==> src/shared/rtcs_pkg.sv <==
// Package for the sub-second, shift, timestamp and smooth calibration block.
// Assumes one clock: the register bus clock also serves as the kernel clock.
package rtcs_pkg;

  ////////////////////////////////////////////////////////////////////////////
  // Bus widths and register byte offsets
  localparam int          APB_ADDR_W       = 8;
  localparam int          APB_DATA_W       = 32;
  localparam logic [7:0]  OFS_SUBSECOND    = 8'h28;
  localparam logic [7:0]  OFS_SHIFT_CTRL   = 8'h2C;
  localparam logic [7:0]  OFS_STAMP_TIME   = 8'h30;
  localparam logic [7:0]  OFS_STAMP_DATE   = 8'h34;
  localparam logic [7:0]  OFS_STAMP_SUBSEC = 8'h38;
  localparam logic [7:0]  OFS_SMOOTH_CAL   = 8'h3C;

  ////////////////////////////////////////////////////////////////////////////
  // Reset values
  localparam logic [31:0] RST_STAMP_TIME   = 32'h00000000;
  localparam logic [31:0] RST_STAMP_DATE   = 32'h00000000;
  localparam logic [15:0] RST_STAMP_SUBSEC = 16'h0000;
  localparam logic [15:0] RST_SUBSECOND    = 16'h0000;
  localparam logic [8:0]  RST_MASK_COUNT   = 9'h000;

  ////////////////////////////////////////////////////////////////////////////
  // Field positions
  localparam int          SUBSEC_MSB       = 15;
  localparam int          ADD_SECOND_BIT   = 31;
  localparam int          FRACTION_MSB     = 14;
  localparam int          INSERT_BIT       = 15;
  localparam int          EIGHT_SEC_BIT    = 14;
  localparam int          SIXTEEN_SEC_BIT  = 13;
  localparam int          MASK_COUNT_MSB   = 8;
  localparam int          WEEKDAY_LSB      = 13;
  localparam int          WEEKDAY_MSB      = 15;
  // afternoon 22, hr tens 21:20, hr units 19:16, minute 14:8, second 6:0
  localparam logic [31:0] STAMP_TIME_MASK  = 32'h007F7F7F;
  // year 23:16, weekday 15:13, month 12:8, day of month 5:0
  localparam logic [31:0] STAMP_DATE_MASK  = 32'h00FFFF3F;
  localparam logic [2:0]  WEEKDAY_FORBIDDEN = 3'h0;

  ////////////////////////////////////////////////////////////////////////////
  // Calibration timing in kernel pulses
  localparam int          CAL_CYCLE_LOG2   = 20;
  localparam int          INSERT_LOG2      = 11;
  localparam int          MASK_SLOT_BITS   = 9;
  localparam logic [1:0]  STEP_MASKED      = 2'h0;
  localparam logic [1:0]  STEP_NORMAL      = 2'h1;
  localparam logic [1:0]  STEP_INSERTED    = 2'h2;

  ////////////////////////////////////////////////////////////////////////////
  // Shift sequencer
  typedef enum logic [1:0] {
    RTCS_SHIFT_IDLE  = 2'b01,
    RTCS_SHIFT_APPLY = 2'b10
  } rtcs_shift_state_t;

endpackage

==> src/rtl/rtcs_core.sv <==
// Sub-second counter, clock shift, timestamp capture and smooth calibration.
// Assumes the calendar, its shadow copies and the divider setting live outside
// and run on pclk, which is also the kernel clock of the calendar.
// Notes on behaviour
// RL1 - Sub-second register shows live prescaler counter
// RL2 - Count above divider only after shift
// RL3 - Add-second bit advances calendar one second
// RL4 - Fraction write adds to counter; ignored while pending
// RL5 - Shift control fields always read zero
// RL6 - Fraction write clears sync flag until shifted
// RL7 - Software never adds second with zero fraction
// RL8 - Stamp time holds BCD time fields
// RL9 - Stamp date holds BCD date fields
// RL10 - Weekday code zero is never captured
// RL11 - Stamp sub-second holds counter at event
// RL12 - Captured count above divider only after shift
// RL13 - Insert bit adds pulse every 2^11
// RL14 - Net adjustment is 512*insert minus mask
// RL15 - Eight-second period zeroes two mask bits
// RL16 - Sixteen-second period zeroes mask bit zero
// RL17 - Mask count suppresses pulses per window
// RL18 - No period bit means full window
//
// The APB slave port was left to the implementer.
`timescale 1ns/1ps
`default_nettype none

module rtcs_core
  import rtcs_pkg::*;
#(
  parameter int CYCLE_LOG2  = CAL_CYCLE_LOG2,
  parameter int INSERT_BITS = INSERT_LOG2
) (
  input  wire logic                   pclk,
  input  wire logic                   presetn,
  input  wire logic                   psel,
  input  wire logic                   penable,
  input  wire logic                   pwrite,
  input  wire logic [APB_ADDR_W-1:0]  paddr,
  input  wire logic [APB_DATA_W-1:0]  pwdata,
  output logic      [APB_DATA_W-1:0]  prdata,
  output logic                        pready,
  output logic                        pslverr,
  input  wire logic [FRACTION_MSB:0]  sync_prescale_divider,
  input  wire logic                   stamp_event,
  input  wire logic [31:0]            live_time,
  input  wire logic [31:0]            live_date,
  input  wire logic                   shadow_update,
  output logic      [SUBSEC_MSB:0]    sync_prescale_count,
  output logic                        second_tick,
  output logic                        add_second_pulse,
  output logic                        shift_pending_flag,
  output logic                        shadow_sync_flag
);

  ////////////////////////////////////////////////////////////////////////////
  // Elaboration checks

  // Cycle splits into insert slots and nine mask-slot bits
  if (CYCLE_LOG2 != INSERT_BITS + MASK_SLOT_BITS) begin : g_bad_cfg
    $error("rtcs_core: cycle length must be insert length plus nine bits");
  end

  // Inserts sit mid-slot, so a slot needs two bit positions at least
  if (INSERT_BITS < 2) begin : g_bad_insert
    $error("rtcs_core: insert slot needs at least two bits");
  end

  // Mask count and slot index are compared bit for bit
  if (MASK_COUNT_MSB + 1 != MASK_SLOT_BITS) begin : g_bad_mask
    $error("rtcs_core: mask count width must match the mask slot width");
  end

  // Room for a divider-wide fraction on top of the count
  if (SUBSEC_MSB != FRACTION_MSB + 1) begin : g_bad_count
    $error("rtcs_core: counter must be one bit wider than the divider");
  end

  // Offsets are eight-bit byte addresses of whole words
  if (APB_ADDR_W != 8 || APB_DATA_W != 32) begin : g_bad_bus
    $error("rtcs_core: bus must have 8 address and 32 data bits");
  end

  // Weekday field is a three-bit code
  if (WEEKDAY_MSB - WEEKDAY_LSB != 2) begin : g_bad_weekday
    $error("rtcs_core: weekday field must be three bits wide");
  end

  ////////////////////////////////////////////////////////////////////////////
  // Bus decode

  logic        setup_phase;
  logic        wr_commit;
  logic        hit_subsec;
  logic        hit_shift;
  logic        hit_stime;
  logic        hit_sdate;
  logic        hit_sss;
  logic        hit_cal;
  logic        hit_any;

  assign setup_phase = psel & ~penable;
  assign wr_commit   = psel & penable & pready & pwrite;
  assign hit_subsec  = (paddr == OFS_SUBSECOND);
  assign hit_shift   = (paddr == OFS_SHIFT_CTRL);
  assign hit_stime   = (paddr == OFS_STAMP_TIME);
  assign hit_sdate   = (paddr == OFS_STAMP_DATE);
  assign hit_sss     = (paddr == OFS_STAMP_SUBSEC);
  assign hit_cal     = (paddr == OFS_SMOOTH_CAL);
  assign hit_any     = hit_subsec | hit_shift | hit_stime | hit_sdate | hit_sss | hit_cal;

  ////////////////////////////////////////////////////////////////////////////
  // Register state

  logic                    cal_insert;
  logic                    cal_eight;
  logic                    cal_sixteen;
  logic [MASK_COUNT_MSB:0] cal_mask;
  logic [31:0]             stamp_time;
  logic [31:0]             stamp_date;
  logic [SUBSEC_MSB:0]     stamp_subsec;
  logic [FRACTION_MSB:0]   shift_fraction;
  logic                    shift_add;
  rtcs_shift_state_t       shift_state;
  rtcs_shift_state_t       next_shift_state;
  logic                    shift_write;
  logic                    shift_apply;

  // A write during a pending shift is dropped whole, both fields.
  assign shift_write = wr_commit & hit_shift & (shift_state == RTCS_SHIFT_IDLE); // RL4
  assign shift_apply = (shift_state == RTCS_SHIFT_APPLY);

  ////////////////////////////////////////////////////////////////////////////
  // Calibration register

  logic [MASK_COUNT_MSB:0] wr_mask;
  logic                    wr_eight;
  logic                    wr_sixteen;

  always_comb begin
    wr_eight   = pwdata[EIGHT_SEC_BIT];
    // Eight-second selection takes priority if software sets both
    wr_sixteen = pwdata[SIXTEEN_SEC_BIT] & ~wr_eight; // RL16
    wr_mask    = pwdata[MASK_COUNT_MSB:0];
    if (wr_eight) begin
      wr_mask[1:0] = 2'h0; // RL15
    end else if (wr_sixteen) begin
      wr_mask[0] = 1'b0; // RL16
    end
  end

  always_ff @(posedge pclk or negedge presetn) begin
    if (!presetn) begin
      cal_insert  <= 1'b0;
      cal_eight   <= 1'b0;
      cal_sixteen <= 1'b0;
      cal_mask    <= RST_MASK_COUNT;
    end else if (wr_commit && hit_cal) begin
      cal_insert  <= pwdata[INSERT_BIT];
      cal_eight   <= wr_eight;
      cal_sixteen <= wr_sixteen;
      cal_mask    <= wr_mask;
    end
  end

  ////////////////////////////////////////////////////////////////////////////
  // Calibration window and pulse steering

  logic [CYCLE_LOG2-1:0]     cal_cnt;
  logic                      last_eight;
  logic                      last_sixteen;
  logic                      last_full;
  logic                      win_last;
  logic [MASK_SLOT_BITS-1:0] mask_slot;
  logic [MASK_COUNT_MSB:0]   eff_mask;
  logic                      slot_start;
  logic                      slot_mid;
  logic                      pulse_masked;
  logic                      pulse_inserted;
  logic [1:0]                step;

  assign last_eight   = &cal_cnt[CYCLE_LOG2-3:0];
  assign last_sixteen = last_eight & cal_cnt[CYCLE_LOG2-2];
  assign last_full    = last_sixteen & cal_cnt[CYCLE_LOG2-1];

  always_comb begin
    if (cal_eight) begin
      win_last = last_eight; // RL15
      eff_mask = cal_mask >> 2;
    end else if (cal_sixteen) begin
      win_last = last_sixteen; // RL16
      eff_mask = cal_mask >> 1;
    end else begin
      win_last = last_full; // RL18
      eff_mask = cal_mask;
    end
  end

  always_ff @(posedge pclk or negedge presetn) begin
    if (!presetn) begin
      cal_cnt <= '0;
    end else if (win_last) begin
      cal_cnt <= '0;
    end else begin
      cal_cnt <= cal_cnt + 1'b1;
    end
  end

  // Masks and inserts sit half a slot apart so they never collide.
  assign mask_slot      = cal_cnt[CYCLE_LOG2-1:INSERT_BITS];
  assign slot_start     = (cal_cnt[INSERT_BITS-1:0] == '0);
  assign slot_mid       = (cal_cnt[INSERT_BITS-1:0] == {1'b1, {(INSERT_BITS-1){1'b0}}});
  assign pulse_masked   = slot_start & (mask_slot < eff_mask); // RL17
  assign pulse_inserted = slot_mid & cal_insert; // RL13
  // Per window: inserts count up once per slot, masks down per slot below the count
  assign step = pulse_masked ? STEP_MASKED :
                pulse_inserted ? STEP_INSERTED : STEP_NORMAL; // RL14

  ////////////////////////////////////////////////////////////////////////////
  // Synchronous prescaler counter

  logic [SUBSEC_MSB+1:0] diff;
  logic [SUBSEC_MSB+1:0] wrapped;
  logic                  wrap;
  logic [SUBSEC_MSB:0]   next_count;

  always_comb begin
    diff    = {1'b0, sync_prescale_count} - {{SUBSEC_MSB{1'b0}}, step};
    wrap    = diff[SUBSEC_MSB+1];
    wrapped = diff;
    if (wrap) begin
      wrapped = diff + {2'b00, sync_prescale_divider} + 17'h00001;
    end
    next_count = wrapped[SUBSEC_MSB:0];
    if (shift_apply) begin
      // Can push the count above the divider, holding time back
      next_count = wrapped[SUBSEC_MSB:0] + {1'b0, shift_fraction}; // RL4 RL2
    end
  end

  always_ff @(posedge pclk or negedge presetn) begin
    if (!presetn) begin
      sync_prescale_count <= RST_SUBSECOND;
      second_tick         <= 1'b0;
    end else begin
      sync_prescale_count <= next_count; // RL1
      second_tick         <= wrap;
    end
  end

  ////////////////////////////////////////////////////////////////////////////
  // Shift sequencer

  always_comb begin
    case (shift_state)
      RTCS_SHIFT_IDLE: begin
        next_shift_state = shift_write ? RTCS_SHIFT_APPLY : RTCS_SHIFT_IDLE;
      end
      RTCS_SHIFT_APPLY: begin
        next_shift_state = RTCS_SHIFT_IDLE;
      end
      default: begin
        next_shift_state = RTCS_SHIFT_IDLE;
      end
    endcase
  end

  always_ff @(posedge pclk or negedge presetn) begin
    if (!presetn) begin
      shift_state        <= RTCS_SHIFT_IDLE;
      shift_pending_flag <= 1'b0;
    end else begin
      shift_state        <= next_shift_state;
      shift_pending_flag <= (next_shift_state == RTCS_SHIFT_APPLY);
    end
  end

  always_ff @(posedge pclk or negedge presetn) begin
    if (!presetn) begin
      shift_fraction <= '0;
      shift_add      <= 1'b0;
    end else if (shift_write) begin
      shift_fraction <= pwdata[FRACTION_MSB:0]; // RL4
      shift_add      <= pwdata[ADD_SECOND_BIT]; // RL7
    end
  end

  always_ff @(posedge pclk or negedge presetn) begin
    if (!presetn) begin
      add_second_pulse <= 1'b0;
    end else begin
      add_second_pulse <= shift_apply & shift_add; // RL3
    end
  end

  // Clear beats a coinciding update: that update still carries pre-shift time.
  always_ff @(posedge pclk or negedge presetn) begin
    if (!presetn) begin
      shadow_sync_flag <= 1'b0;
    end else if (shift_write) begin
      shadow_sync_flag <= 1'b0; // RL6
    end else if (shadow_update && !shift_apply) begin
      shadow_sync_flag <= 1'b1; // RL6
    end
  end

  ////////////////////////////////////////////////////////////////////////////
  // Timestamp capture

  logic [2:0] live_weekday;

  assign live_weekday = live_date[WEEKDAY_MSB:WEEKDAY_LSB];

  always_ff @(posedge pclk or negedge presetn) begin
    if (!presetn) begin
      stamp_time   <= RST_STAMP_TIME;
      stamp_subsec <= RST_STAMP_SUBSEC;
    end else if (stamp_event) begin
      stamp_time   <= live_time & STAMP_TIME_MASK; // RL8
      // May exceed the divider after a shift; software adjusts
      stamp_subsec <= sync_prescale_count; // RL11 RL12
    end
  end

  always_ff @(posedge pclk or negedge presetn) begin
    if (!presetn) begin
      stamp_date <= RST_STAMP_DATE;
    end else if (stamp_event) begin
      stamp_date <= live_date & STAMP_DATE_MASK; // RL9
      if (live_weekday == WEEKDAY_FORBIDDEN) begin
        // Keep the last valid weekday rather than store a forbidden code
        stamp_date[WEEKDAY_MSB:WEEKDAY_LSB] <= stamp_date[WEEKDAY_MSB:WEEKDAY_LSB]; // RL10
      end
    end
  end

  ////////////////////////////////////////////////////////////////////////////
  // Read mux and bus answer

  logic [31:0] read_word;

  always_comb begin
    read_word = 32'h00000000;
    if (hit_subsec) begin
      read_word = {16'h0000, sync_prescale_count}; // RL1
    end else if (hit_shift) begin
      read_word = 32'h00000000; // RL5
    end else if (hit_stime) begin
      read_word = stamp_time; // RL8
    end else if (hit_sdate) begin
      read_word = stamp_date; // RL9
    end else if (hit_sss) begin
      read_word = {16'h0000, stamp_subsec}; // RL11
    end else if (hit_cal) begin
      read_word = {16'h0000, cal_insert, cal_eight, cal_sixteen, 4'h0, cal_mask};
    end
  end

  // Zero wait states: answer sampled in the setup cycle, ready for one cycle.
  always_ff @(posedge pclk or negedge presetn) begin
    if (!presetn) begin
      prdata  <= 32'h00000000;
      pready  <= 1'b0;
      pslverr <= 1'b0;
    end else begin
      pready  <= setup_phase;
      pslverr <= setup_phase & ~hit_any;
      if (setup_phase && !pwrite) begin
        prdata <= read_word;
      end
    end
  end

endmodule

`default_nettype wire

==> config.mk <==
export PLATFORM = sky130hd
export DESIGN_NAME = rtcs_core
export DESIGN_NICKNAME = d
export VERILOG_FILES = /design/src/shared/rtcs_pkg.sv /design/src/rtl/rtcs_core.sv
export SDC_FILE = /design/constraint.sdc
export NUM_CORES = 1
export LEC_CHECK = 0
export ABC_CLOCK_PERIOD_IN_PS = 6870
export BUFFER_PORTS_ARGS = -buffer_cell sky130_fd_sc_hd__buf_2
export CORE_UTILIZATION = 55
export CTS_BUF_LIST = sky130_fd_sc_hd__clkbuf_2 sky130_fd_sc_hd__clkbuf_4 sky130_fd_sc_hd__clkbuf_8
export DETAILED_ROUTE_END_ITERATION = 8
export PLACE_DENSITY = 0.84
export SLEW_MARGIN = 5
export SYNTH_ARGS = -nofsm -noshare
export SYNTH_HDL_FRONTEND = slang
export SYNTH_SLANG_ARGS = --single-unit
==> constraint.sdc <==
create_clock -name pclk -period 6.87 [get_ports pclk]
set_input_delay 1.374 -clock pclk [delete_from_list [all_inputs] [get_ports pclk]]
set_output_delay 1.374 -clock pclk [all_outputs]
set_load 0.01 [all_outputs]
==> key figures, run 1 <==
Status
  – Run status: completed

Finish
  – Final instance count without filler cells: between 1k and 1.5k
  – Net count reported at finish: between 1k and 1.5k
  – Leading cell type in the layout, fill and taps excluded: dfrtp_1
  – Layout cells sized above 1: 0.323
  – Relative area change from synthesis to final layout: 15.9%
  – Most frequent cells in the layout: dfrtp_1 (152), buf_2 (134), mux2_2 (97), nor2_1 (80), nand2_1 (61)
  – Number of antenna cells inserted: 0

Clocking
  – Skew-Pair Late Insertion Delay: around 480 ps
  – Clock root buffer: clkbuf_8
  – Buffer levels on the longest clock path: 2
  – Clock input transition at the sequential cells of the worst setup and hold paths: roughly 90 ps
  – Sinks on the clock net: between 150 and 200
  – Number of clock buffers inserted by TritonCTS: 17
  – Setup fix buffers added after clock tree synthesis: 0
  – Number of levels the H-tree was split into: 4
  – TritonCTS clock tree: built

Logic synthesis
  – Synthesized area divided by synthesized cell count: about 11 um^2
  – Flip-flop and latch count after synthesis: around 150
  – Number of library cell types mapped by synthesis: 55
  – Leading area contributor after synthesis: dfrtp_1
  – Synth top area cells: dfrtp_1 (44%), mux2_2 (13%), ha_1 (6.6%)
  – Primary flip-flop cell chosen by synthesis mapping: dfrtp_1
  – Warnings, synthesis: 0
  – Area fraction of the dominant cell type after synthesis: 0.441
  – Gate Count Post-Synth: 805
  – Proportion of register bits with asynchronous set or reset after synthesis: 1.00
  – Syn Std Cell Area: 8680 um^2
  – Number of enable flip-flop cells after synthesis: 0
  – Proportion of synthesized chip area in sequential cells: 0.444

Die
  – Die outline area: 16,300 um^2
  – Total I/O pin count: 180
  – Area inside the core boundary: ~15,000 um^2
  – Horiz. Die Dim: about 130 um
  – Vert. Die Dim: 128 um
  – Starting density of the core: 0.567
  – Std cell rows: between 40 and 50

Timing
  – Worst clock skew: about 17 ps
  – Ratio of final minimum period to clock period: 0.929
  – Hold Vio Cnt, Final: 0
  – FMAX: between 150 and 200 MHz
  – Least-Margin Pin Slew: about 1200 ps
  – Tmin final: 6380 ps
  – Final number of max-transition violations: 0
  – Post-Route Setup TNS: 0 ps
  – RSZ-0062 raised after global routing: no
  – Setup-violating endpoint count in the final report: 0
  – Rel. slew slack: 0.192

Flow run
  – Number of max-cap violations: 0

Critical path
  – Crit Path Category: flip-flop to flip-flop
  – Buffer and inverter count on the worst path: 3
  – Category of cells accounting for the largest share of critical-path delay: adder cells
  – Required time worst endpoint: ~7200 ps
  – CP Data Arrival Time: between 6000 and 7000 ps
  – Cell with the largest stage delay on the worst path: or4_4
  – Nature of the critical path endpoint: flip-flop
  – Worst path max stage delay: between 600 and 700 ps
  – Most frequent CP cell: ha_1
  – Crit path max fanout: 8
  – Kind of launch point of the worst setup path: flip-flop

Routing
  – Final routed DRC violation total: 0
  – Antenna Nets Post-Route: 0
  – Final routed wire length divided by cell count: 18.1 um
  – Via density: roughly 5.7
  – Initial drt markers: 404
  – Via count: 6,727
  – DR pass1 iterations: 5
  – Wirelength, routed: 21,200 um

Pwr
  – VDD IR max: ~0.12 mV
  – Leakage power total: about 4.8 nW
  – Pwr/cell area: ~190 nW/um^2

GRT
  – Pin count of the biggest net entering global routing: 82
  – Antenna violations before repair: 0
  – Total routing resource utilization after global routing: 0.276
  – Global route total overflow: 0
  – Via count of the first global-routing pass: between 6k and 7k
  – First-pass GRT wire length: roughly 34,000 um

Placement
  – Post-DP HPWL: about 16,000 um
  – # placed instances: around 1.1k
  – Routability congestion estimate: between 0.9 and 1
  – Total of buffers placed on input and output ports: about 140

Min path
  – Worst hold path class: flip-flop to flip-flop
-- metal layers --
metal | part of all wire | up-vias | global-route usage
met5 | 0 | - | 0
met2 | 0.48 | 231 | 0.457
li1 | - | 3180 | -
met4 | 0.021 | 0 | 0.0948
met3 | 0.063 | 31 | 0.0570
met1 | 0.44 | 3285 | 0.361
-- cell usage after synthesis, types with 5 or more instances --
master	number
nor3_1	10
xnor2_1	25
o21a_1	6
xor2_1	27
o31ai_1	7
nand4_1	7
nor2b_1	9
a21o_1	9
or3_1	5
nor2_1	80
and3_1	5
and4_1	5
a211o_1	5
mux4_2	9
nand2_1	61
mux2i_1	20
o21ai_0	44
buf_4	9
clkbuf_1	29
dfrtp_1	153
a221oi_1	14
a21oi_1	29
inv_1	14
nand3_1	18
ha_1	46
mux2_2	97
-- worst register-to-register path, delay by kind of cell (launching register included) --
| family | cells | cell delay, ps |
|---|---|---|
| multiplexers | 2 | 450 |
| AND/OR/NAND/NOR | 7 | 1420 |
| XOR/XNOR | 3 | 490 |
| flip-flops | 1 | 500 |
| AO/OA/AOI/OAI | 9 | 1450 |
| adder cells (fa/ha/maj) | 5 | 1630 |
| buffers and inverters | 3 | 320 |
-- kinds of logic (layout without fill, tap and decap cells) --
logic type | Yosys count | count (layout) | share of synthesized area
compound gates | 143 | 143 | 0.106
xor+xnor | 52 | 52 | 0.0525
fa+ha+maj | 49 | 49 | 0.0733
buf+inv | 57 | 204 | 0.0287
flops | 154 | 154 | 0.444
mux | 128 | 128 | 0.175
other cells | 1 | 8 | 0.000432
simple gates | 221 | 221 | 0.120
-- registers in the layout (all words and copies together), names as in the netlist, 9 cells and up --
register / cells
stamp_time: 21
cal_cnt: 20
stamp_date: 22
prdata: 24
sync_prescale_count: 16
cal_mask: 9
stamp_subsec: 16
shift_fraction: 15
-- through the flow --
| step | hold WS (ps) | setup WS, ps | instance area (um^2) | total power [mW] | utilization |
|---|---|---|---|---|---|
| detailed placement | 466 | 251 | 9620 | 1.20 | 0.628 |
| floorplan | 449 | 646 | 8700 | 1.11 | - |
| global placement | 456 | 321 | 9620 | 1.20 | 0.628 |
| finish | 483 | 489 | 10100 | 1.86 | 0.657 |
| CTS | 485 | 204 | 10000 | 1.87 | 0.653 |
| global route | 531 | 44.1 | 10100 | 1.93 | 0.657 |
-- area by class of cell --
| class | instances | area (um^2) |
|---|---|---|
| inverter | 15 | 56.3 |
| sequential | 154 | 3860 |
| multi-input combinational | 601 | 4650 |
| timing repair buffer | 157 | 847 |
| tap | 211 | 264 |
| clock buffer | 17 | 234 |
| fill | 1208 | 5260 |
| clock inverter | 15 | 153 |
-- power by group --
part / total (mW) / switching, mW / internal [mW]
registers: 0.975 / 0.0260 / 0.949
clock network: 0.674 / 0.375 / 0.299
logic: 0.212 / 0.111 / 0.101
-- repair_timing --
action / 4_1_cts / 5_1_grt
resized for setup: 0 / 11
hold buffers: 0 / 0
hold endpoints to repair: 0 / 0
setup endpoints to repair: 0 / 5
-- path summary, 6_finish.rpt --
path                                   from                 endpoint  slack [ps]  cells after the start
min in group asynchronous           presetn            stamp_time[0]         910                      1
worst max-delay path            cal_sixteen  sync_prescale_count[13]         490                     29
worst min register to register   prdata[18]               prdata[18]         480                      2
max in group asynchronous           presetn  sync_prescale_count[15]        4530                      2
worst max register to register  cal_sixteen  sync_prescale_count[13]         490                     29
worst min-delay path             prdata[18]               prdata[18]         480                      2
No activity file was read; power rests on OpenSTA's default activity.
==> inputs of run 2 (changes only) <==
--- a/config.mk
+++ b/config.mk
@@ -7,10 +7,12 @@
 export LEC_CHECK = 0
 export ABC_CLOCK_PERIOD_IN_PS = 6870
 export BUFFER_PORTS_ARGS = -buffer_cell sky130_fd_sc_hd__buf_2
-export CORE_UTILIZATION = 55
+export CELL_PAD_IN_SITES_DETAIL_PLACEMENT = 0
+export CELL_PAD_IN_SITES_GLOBAL_PLACEMENT = 2
+export CORE_UTILIZATION = 36
 export CTS_BUF_LIST = sky130_fd_sc_hd__clkbuf_2 sky130_fd_sc_hd__clkbuf_4 sky130_fd_sc_hd__clkbuf_8
 export DETAILED_ROUTE_END_ITERATION = 8
-export PLACE_DENSITY = 0.84
+export PLACE_DENSITY = 0.86
 export SLEW_MARGIN = 5
 export SYNTH_ARGS = -nofsm -noshare
 export SYNTH_HDL_FRONTEND = slang
==> run 2 against run 1 <==
Compared with the run above: first-iteration DRC count down 28%; count of clock-buffer cells in the layout unchanged; global-route usage down 8.5 points; largest power group unchanged; clock power up 3%; register-to-register slack better by 30 ps; core utilization down 21 points; critical endpoint is now sync_prescale_count[15]; hold slack worse by 1.3 ps; die area up 52%; design area up 3.6%; final cell count up 12%.
==> key figures, run 2 (same netlist as run 1, synthesis figures left out) <==
Clocking
  – Clock root buffer: clkbuf_8
  – Clock input transition at the sequential cells of the worst setup and hold paths: 100 ps
  – Post-CTS sizing: 0
  – Sinks on the clock net: ~150
  – Skew-Pair Late Insertion Delay: 470 ps
  – Buffer levels on the longest clock path: 2
  – Number of levels the H-tree was split into: 4
  – Hold Buf Count CTS: 0
  – Number of clock buffers inserted by TritonCTS: 17
  – TritonCTS clock tree: built
  – Setup fix buffers added after clock tree synthesis: 0

Finish
  – Leading cell type in the layout, fill and taps excluded: dfrtp_1
  – Relative area change from synthesis to final layout: 20.1%
  – Cell area after layout: around 10,000 um^2
  – Number of antenna cells inserted: 0
  – Most frequent cells in the layout: dfrtp_1 (151), buf_2 (134), mux2_2 (97), nor2_1 (80), nand2_1 (61)
  – Layout cells sized above 1: 0.341
  – Largest register by flop count: prdata
  – Net count reported at finish: between 1k and 1.5k
  – Max FFs per register: 24
  – Largest registers in the final layout: prdata (24), stamp_date (22), stamp_time (21)
  – Final core occ: 0.442
  – Fillers: 2,329

Critical path
  – Buffer and inverter count on the worst path: 3
  – Cell with the largest stage delay on the worst path: or4_4
  – Crit Path Category: flip-flop to flip-flop
  – CP Data Arrival Time: between 6000 and 7000 ps
  – Required time worst endpoint: about 7300 ps
  – Category of cells accounting for the largest share of critical-path delay: compound AO/OA/AOI/OAI gates
  – Kind of launch point of the worst setup path: flip-flop
  – Worst path max stage delay: around 600 ps
  – Most frequent CP cell: ha_1
  – Crit path max fanout: 7
  – Nature of the critical path endpoint: flip-flop

Routing
  – Antenna Nets Post-Route: 0
  – Via density: around 5.0
  – Initial drt markers: 290
  – Wirelength, routed: between 20,000 and 25,000 um
  – Final routed DRC violation total: 0
  – DR pass1 iterations: 4
  – Final routed wire length divided by cell count: 17.2 um
  – Via count: around 6.6k

GRT
  – Via count of the first global-routing pass: 6,465
  – Global route total overflow: 0
  – Pin count of the biggest net entering global routing: 96
  – First-pass GRT wire length: approximately 35,000 um
  – Antenna violations before repair: 0
  – Total routing resource utilization after global routing: 0.190

Die
  – Area inside the core boundary: ~24,000 um^2
  – Starting density of the core: 0.369
  – Std cell rows: 56
  – Horiz. Die Dim: 157 um
  – Total I/O pin count: 180
  – Vert. Die Dim: between 150 and 200 um
  – Die outline area: ~25,000 um^2

Flow run
  – Number of max-cap violations: 0

Timing
  – Least setup slack across all paths after layout: ~520 ps
  – Least-Margin Pin Slew: 875 ps
  – Ratio of final minimum period to clock period: 0.924
  – Setup-violating endpoint count in the final report: 0
  – FMAX: 158 MHz
  – Final number of max-transition violations: 0
  – Tmin final: between 6000 and 7000 ps
  – Worst clock skew: approximately 20 ps
  – Rel. slew slack: 0.417
  – Hold Vio Cnt, Final: 0

Placement
  – Routability congestion estimate: between 0.8 and 0.9
  – Total of buffers placed on input and output ports: ~140
  – Area after detailed placement: 9970 um^2
  – Pre-CTS worst setup slack: approximately 260 ps
  – Post-DP HPWL: 16,900 um

Pwr
  – Leakage power total: 4.95 nW
  – Pwr/cell area: ~180 nW/um^2
  – Final Total Pwr: between 1.5 and 2 mW
  – VDD IR max: a little under 0.1 mV

Status
  – Run status: completed

Min path
  – Worst hold path class: flip-flop to flip-flop
[run 2: changes by cell type in the layout (fill, tap and decap cells not counted), sizes merged]
cell and change:
bufinv -1, clkinvlp -2, clkinv +3, buf +29
[run 2: cell type report]
| type | instances | area (um^2) | area share |
|---|---|---|---|
| Multi-Input combinational cell | 601 | 4630 | 0.445 |
| Clock buffer | 17 | 234 | 0.0225 |
| Sequential cell | 154 | 3860 | 0.370 |
| Clock inverter | 15 | 174 | 0.0167 |
| Timing Repair Buffer | 186 | 1060 | 0.102 |
| Tap cell | 319 | 399 | 0.0383 |
| Inverter | 15 | 56.3 | 0.00541 |
[run 2: worst min-delay path: stages (launching register included)]
cell and delay [ps]:
dfrtp_1 350, nand2_1 50, nand2_1 50
[run 2: final timing paths]
check / cells after the start / slack (ps) / endpoint / from
setup reg to reg: 30 / 520 / sync_prescale_count[15] / cal_sixteen
min in group asynchronous: 1 / 1010 / cal_cnt[5] / presetn
hold reg to reg: 2 / 480 / prdata[6] / prdata[6]
hold / removal: 2 / 480 / prdata[6] / prdata[6]
max in group asynchronous: 2 / 4540 / cal_mask[6] / presetn
setup / recovery: 30 / 520 / sync_prescale_count[15] / cal_sixteen
[run 2: stage by stage]
stage          instances  TNS, ps  hold slack, ps
6_report            1307        0             481
5_1_grt             1307   -0.307             509
4_1_cts             1307        0             489
3_5_place_dp        1275        0             464
3_3_place_gp        1275        0             459
2_1_floorplan        812        0             449
[run 2: metal layers]
metal / routed length [um] / vias up / track usage
met4: 296 / 0 / 0.0578
met5: 0 / - / 0
met1: 10900 / 3183 / 0.267
li1: - / 3239 / -
met2: 10300 / 145 / 0.299
met3: 979 / 16 / 0.0325
[run 2: power by group]
part	switching (mW)	internal [mW]
Clock	0.416	0.278
Combinational	0.114	0.106
Sequential	0.0242	0.949
==> inputs of run 3 (changes only) <==
--- a/config.mk
+++ b/config.mk
@@ -6,14 +6,14 @@
 export NUM_CORES = 1
 export LEC_CHECK = 0
 export ABC_CLOCK_PERIOD_IN_PS = 6870
-export BUFFER_PORTS_ARGS = -buffer_cell sky130_fd_sc_hd__buf_2
 export CELL_PAD_IN_SITES_DETAIL_PLACEMENT = 0
 export CELL_PAD_IN_SITES_GLOBAL_PLACEMENT = 2
-export CORE_UTILIZATION = 36
+export CORE_UTILIZATION = 42
 export CTS_BUF_LIST = sky130_fd_sc_hd__clkbuf_2 sky130_fd_sc_hd__clkbuf_4 sky130_fd_sc_hd__clkbuf_8
 export DETAILED_ROUTE_END_ITERATION = 8
+export DONT_BUFFER_PORTS = 1
 export PLACE_DENSITY = 0.86
-export SLEW_MARGIN = 5
+export SLEW_MARGIN = 10
 export SYNTH_ARGS = -nofsm -noshare
 export SYNTH_HDL_FRONTEND = slang
 export SYNTH_SLANG_ARGS = --single-unit
==> run 3 against run 2 <==
Compared with the run above: sequential share of layout area is 3.1 points higher; routed wire length shrank 1.7%; design area shrank 7.8%; non-clock buffer count decreased by 139; global-route usage up 2.7 points; combinational power decreased by 40%; first-iteration DRC count increased by 18%; largest cell class unchanged.
==> key figures, run 3 (same netlist as run 1, synthesis figures left out) <==
Status
  – Run status: completed

Die
  – Horiz. Die Dim: approximately 150 um
  – Total I/O pin count: 180
  – Std cell rows: 52
  – Die outline area: about 21,000 um^2
  – Area inside the core boundary: a little over 20,000 um^2
  – Vert. Die Dim: 146 um
  – Starting density of the core: 0.429

Timing
  – Tmin final: approximately 6500 ps
  – Final number of max-transition violations: 0
  – FMAX: 155 MHz
  – Post-Route Setup TNS: 0 ps
  – Least-Margin Pin Slew: between 1000 and 1500 ps
  – RSZ-0062 raised after global routing: no
  – Hold Vio Cnt, Final: 0
  – Rel. slew slack: 0.253
  – Worst clock skew: 10.4 ps
  – Setup-violating endpoint count in the final report: 0
  – Ratio of final minimum period to clock period: 0.941

Routing
  – Initial drt markers: approximately 340
  – Wirelength, routed: around 22,000 um
  – DR pass1 iterations: 4
  – Final routed wire length divided by cell count: between 15 and 20 um
  – Via count: ~6.2k
  – Final routed DRC violation total: 0
  – Antenna Nets Post-Route: 0
  – Via density: between 5 and 6

Critical path
  – CP Data Arrival Time: just under 7000 ps
  – Nature of the critical path endpoint: flip-flop
  – Cell with the largest stage delay on the worst path: or4_4
  – Required time worst endpoint: ~7200 ps
  – Most frequent CP cell: ha_1
  – Crit Path Category: flip-flop to flip-flop
  – Crit path max fanout: 7
  – Worst path max stage delay: 620 ps
  – Kind of launch point of the worst setup path: flip-flop

Finish
  – Net count reported at finish: approximately 1k
  – Layout cells sized above 1: 0.230
  – Largest register by flop count: prdata
  – Final instance count without filler cells: roughly 1.1k
  – Fillers: between 1.5k and 2k
  – Max FFs per register: 24
  – Leading cell type in the layout, fill and taps excluded: dfrtp_1
  – Largest registers in the final layout: prdata (24), stamp_date (22), stamp_time (21)
  – Relative area change from synthesis to final layout: 10.7%
  – Area occupied by multi-input gates: 4610 um^2
  – Most frequent cells in the layout: dfrtp_1 (152), mux2_2 (97), nor2_1 (79), nand2_1 (61), buf_4 (47)
  – Register cell area after layout: roughly 3900 um^2

GRT
  – Pin count of the biggest net entering global routing: roughly 160
  – Via count of the first global-routing pass: between 6k and 7k
  – Total routing resource utilization after global routing: 0.218
  – Global route total overflow: 0
  – First-pass GRT wire length: roughly 36,000 um
  – Antenna violations before repair: 1

Placement
  – # placed instances: 1,087
  – Routability congestion estimate: ~0.9
  – Post-DP HPWL: approximately 17,000 um
  – Total of buffers placed on input and output ports: 0

Clocking
  – Sinks on the clock net: 154
  – Number of levels the H-tree was split into: 4
  – Buffer levels on the longest clock path: 2
  – Clock root buffer: clkbuf_8
  – Skew-Pair Late Insertion Delay: ~450 ps
  – TritonCTS clock tree: built
  – Clock input transition at the sequential cells of the worst setup and hold paths: around 80 ps
  – Setup fix buffers added after clock tree synthesis: 0
  – Number of clock buffers inserted by TritonCTS: 17

Pwr
  – Pwr/cell area: ~190 nW/um^2
  – Leakage power total: between 4 and 5 nW
  – VDD IR max: 0.0874 mV

Min path
  – Worst hold path class: flip-flop to flip-flop

Flow run
  – Number of max-cap violations: 0
-- run 3: power breakdown --
| part | internal (mW) | total, mW | switching [mW] |
|---|---|---|---|
| combinational | 0.0771 | 0.133 | 0.0556 |
| sequential | 0.949 | 0.984 | 0.0353 |
| clock | 0.319 | 0.676 | 0.357 |
-- run 3: worst max-delay path, delay by kind of cell, from the launching register on --
| kind | cells | cell delay (ps) |
|---|---|---|
| adder cells (fa/ha/maj) | 5 | 1490 |
| AND/OR/NAND/NOR | 5 | 1030 |
| XOR/XNOR | 3 | 430 |
| AO/OA/AOI/OAI | 13 | 2590 |
| buffers and inverters | 2 | 220 |
| flip-flops | 1 | 490 |
| multiplexers | 1 | 140 |
-- run 3: path summary, 6_finish.rpt --
path	startpoint	endpoint	slack, ps	depth (start not counted)
worst max register to register	cal_sixteen	sync_prescale_count[15]	410	29
max in group asynchronous	presetn	shift_state[0]	6020	0
min in group asynchronous	presetn	prdata[23]	610	0
worst min-delay path	cal_cnt[0]	cal_cnt[0]	500	1
worst min register to register	cal_cnt[0]	cal_cnt[0]	500	1
worst max-delay path	cal_sixteen	sync_prescale_count[15]	410	29
-- run 3: through the flow --
stage          hold WS, ps  setup slack [ps]  area [um^2]  total power [mW]   util
2_1_floorplan          449               646         8700              1.11      -
3_3_place_gp           465               278         9200              1.13  0.455
3_5_place_dp           472               324         9200              1.13  0.455
4_1_cts                496               260         9590              1.82  0.474
5_1_grt                517             0.881         9610              1.88  0.475
6_report               497               408         9610              1.79  0.475
-- run 3: area by class of cell --
| class | instances | share of cell area |
|---|---|---|
| Tap cell | 270 | 0.0352 |
| Sequential cell | 154 | 0.401 |
| Inverter | 15 | 0.00586 |
| Clock buffer | 21 | 0.0288 |
| Clock inverter | 11 | 0.0117 |
| Antenna cell | 1 | 0.000260 |
| Timing Repair Buffer | 47 | 0.0367 |
| Multi-Input combinational cell | 601 | 0.480 |
-- run 3: metal layers --
metal	part of all wire	track usage	vias to the layer above
met5	0	0	-
met4	0.016	0.0726	0
met3	0.059	0.0530	18
met2	0.47	0.343	166
met1	0.46	0.294	3077
li1	-	-	2942
-- run 3: timing repair --
| item | CTS | global route |
|---|---|---|
| hold buffers | 0 | 0 |
| endpoints found under the setup margin | 0 | 6 |
| gates resized for setup | 0 | 6 |
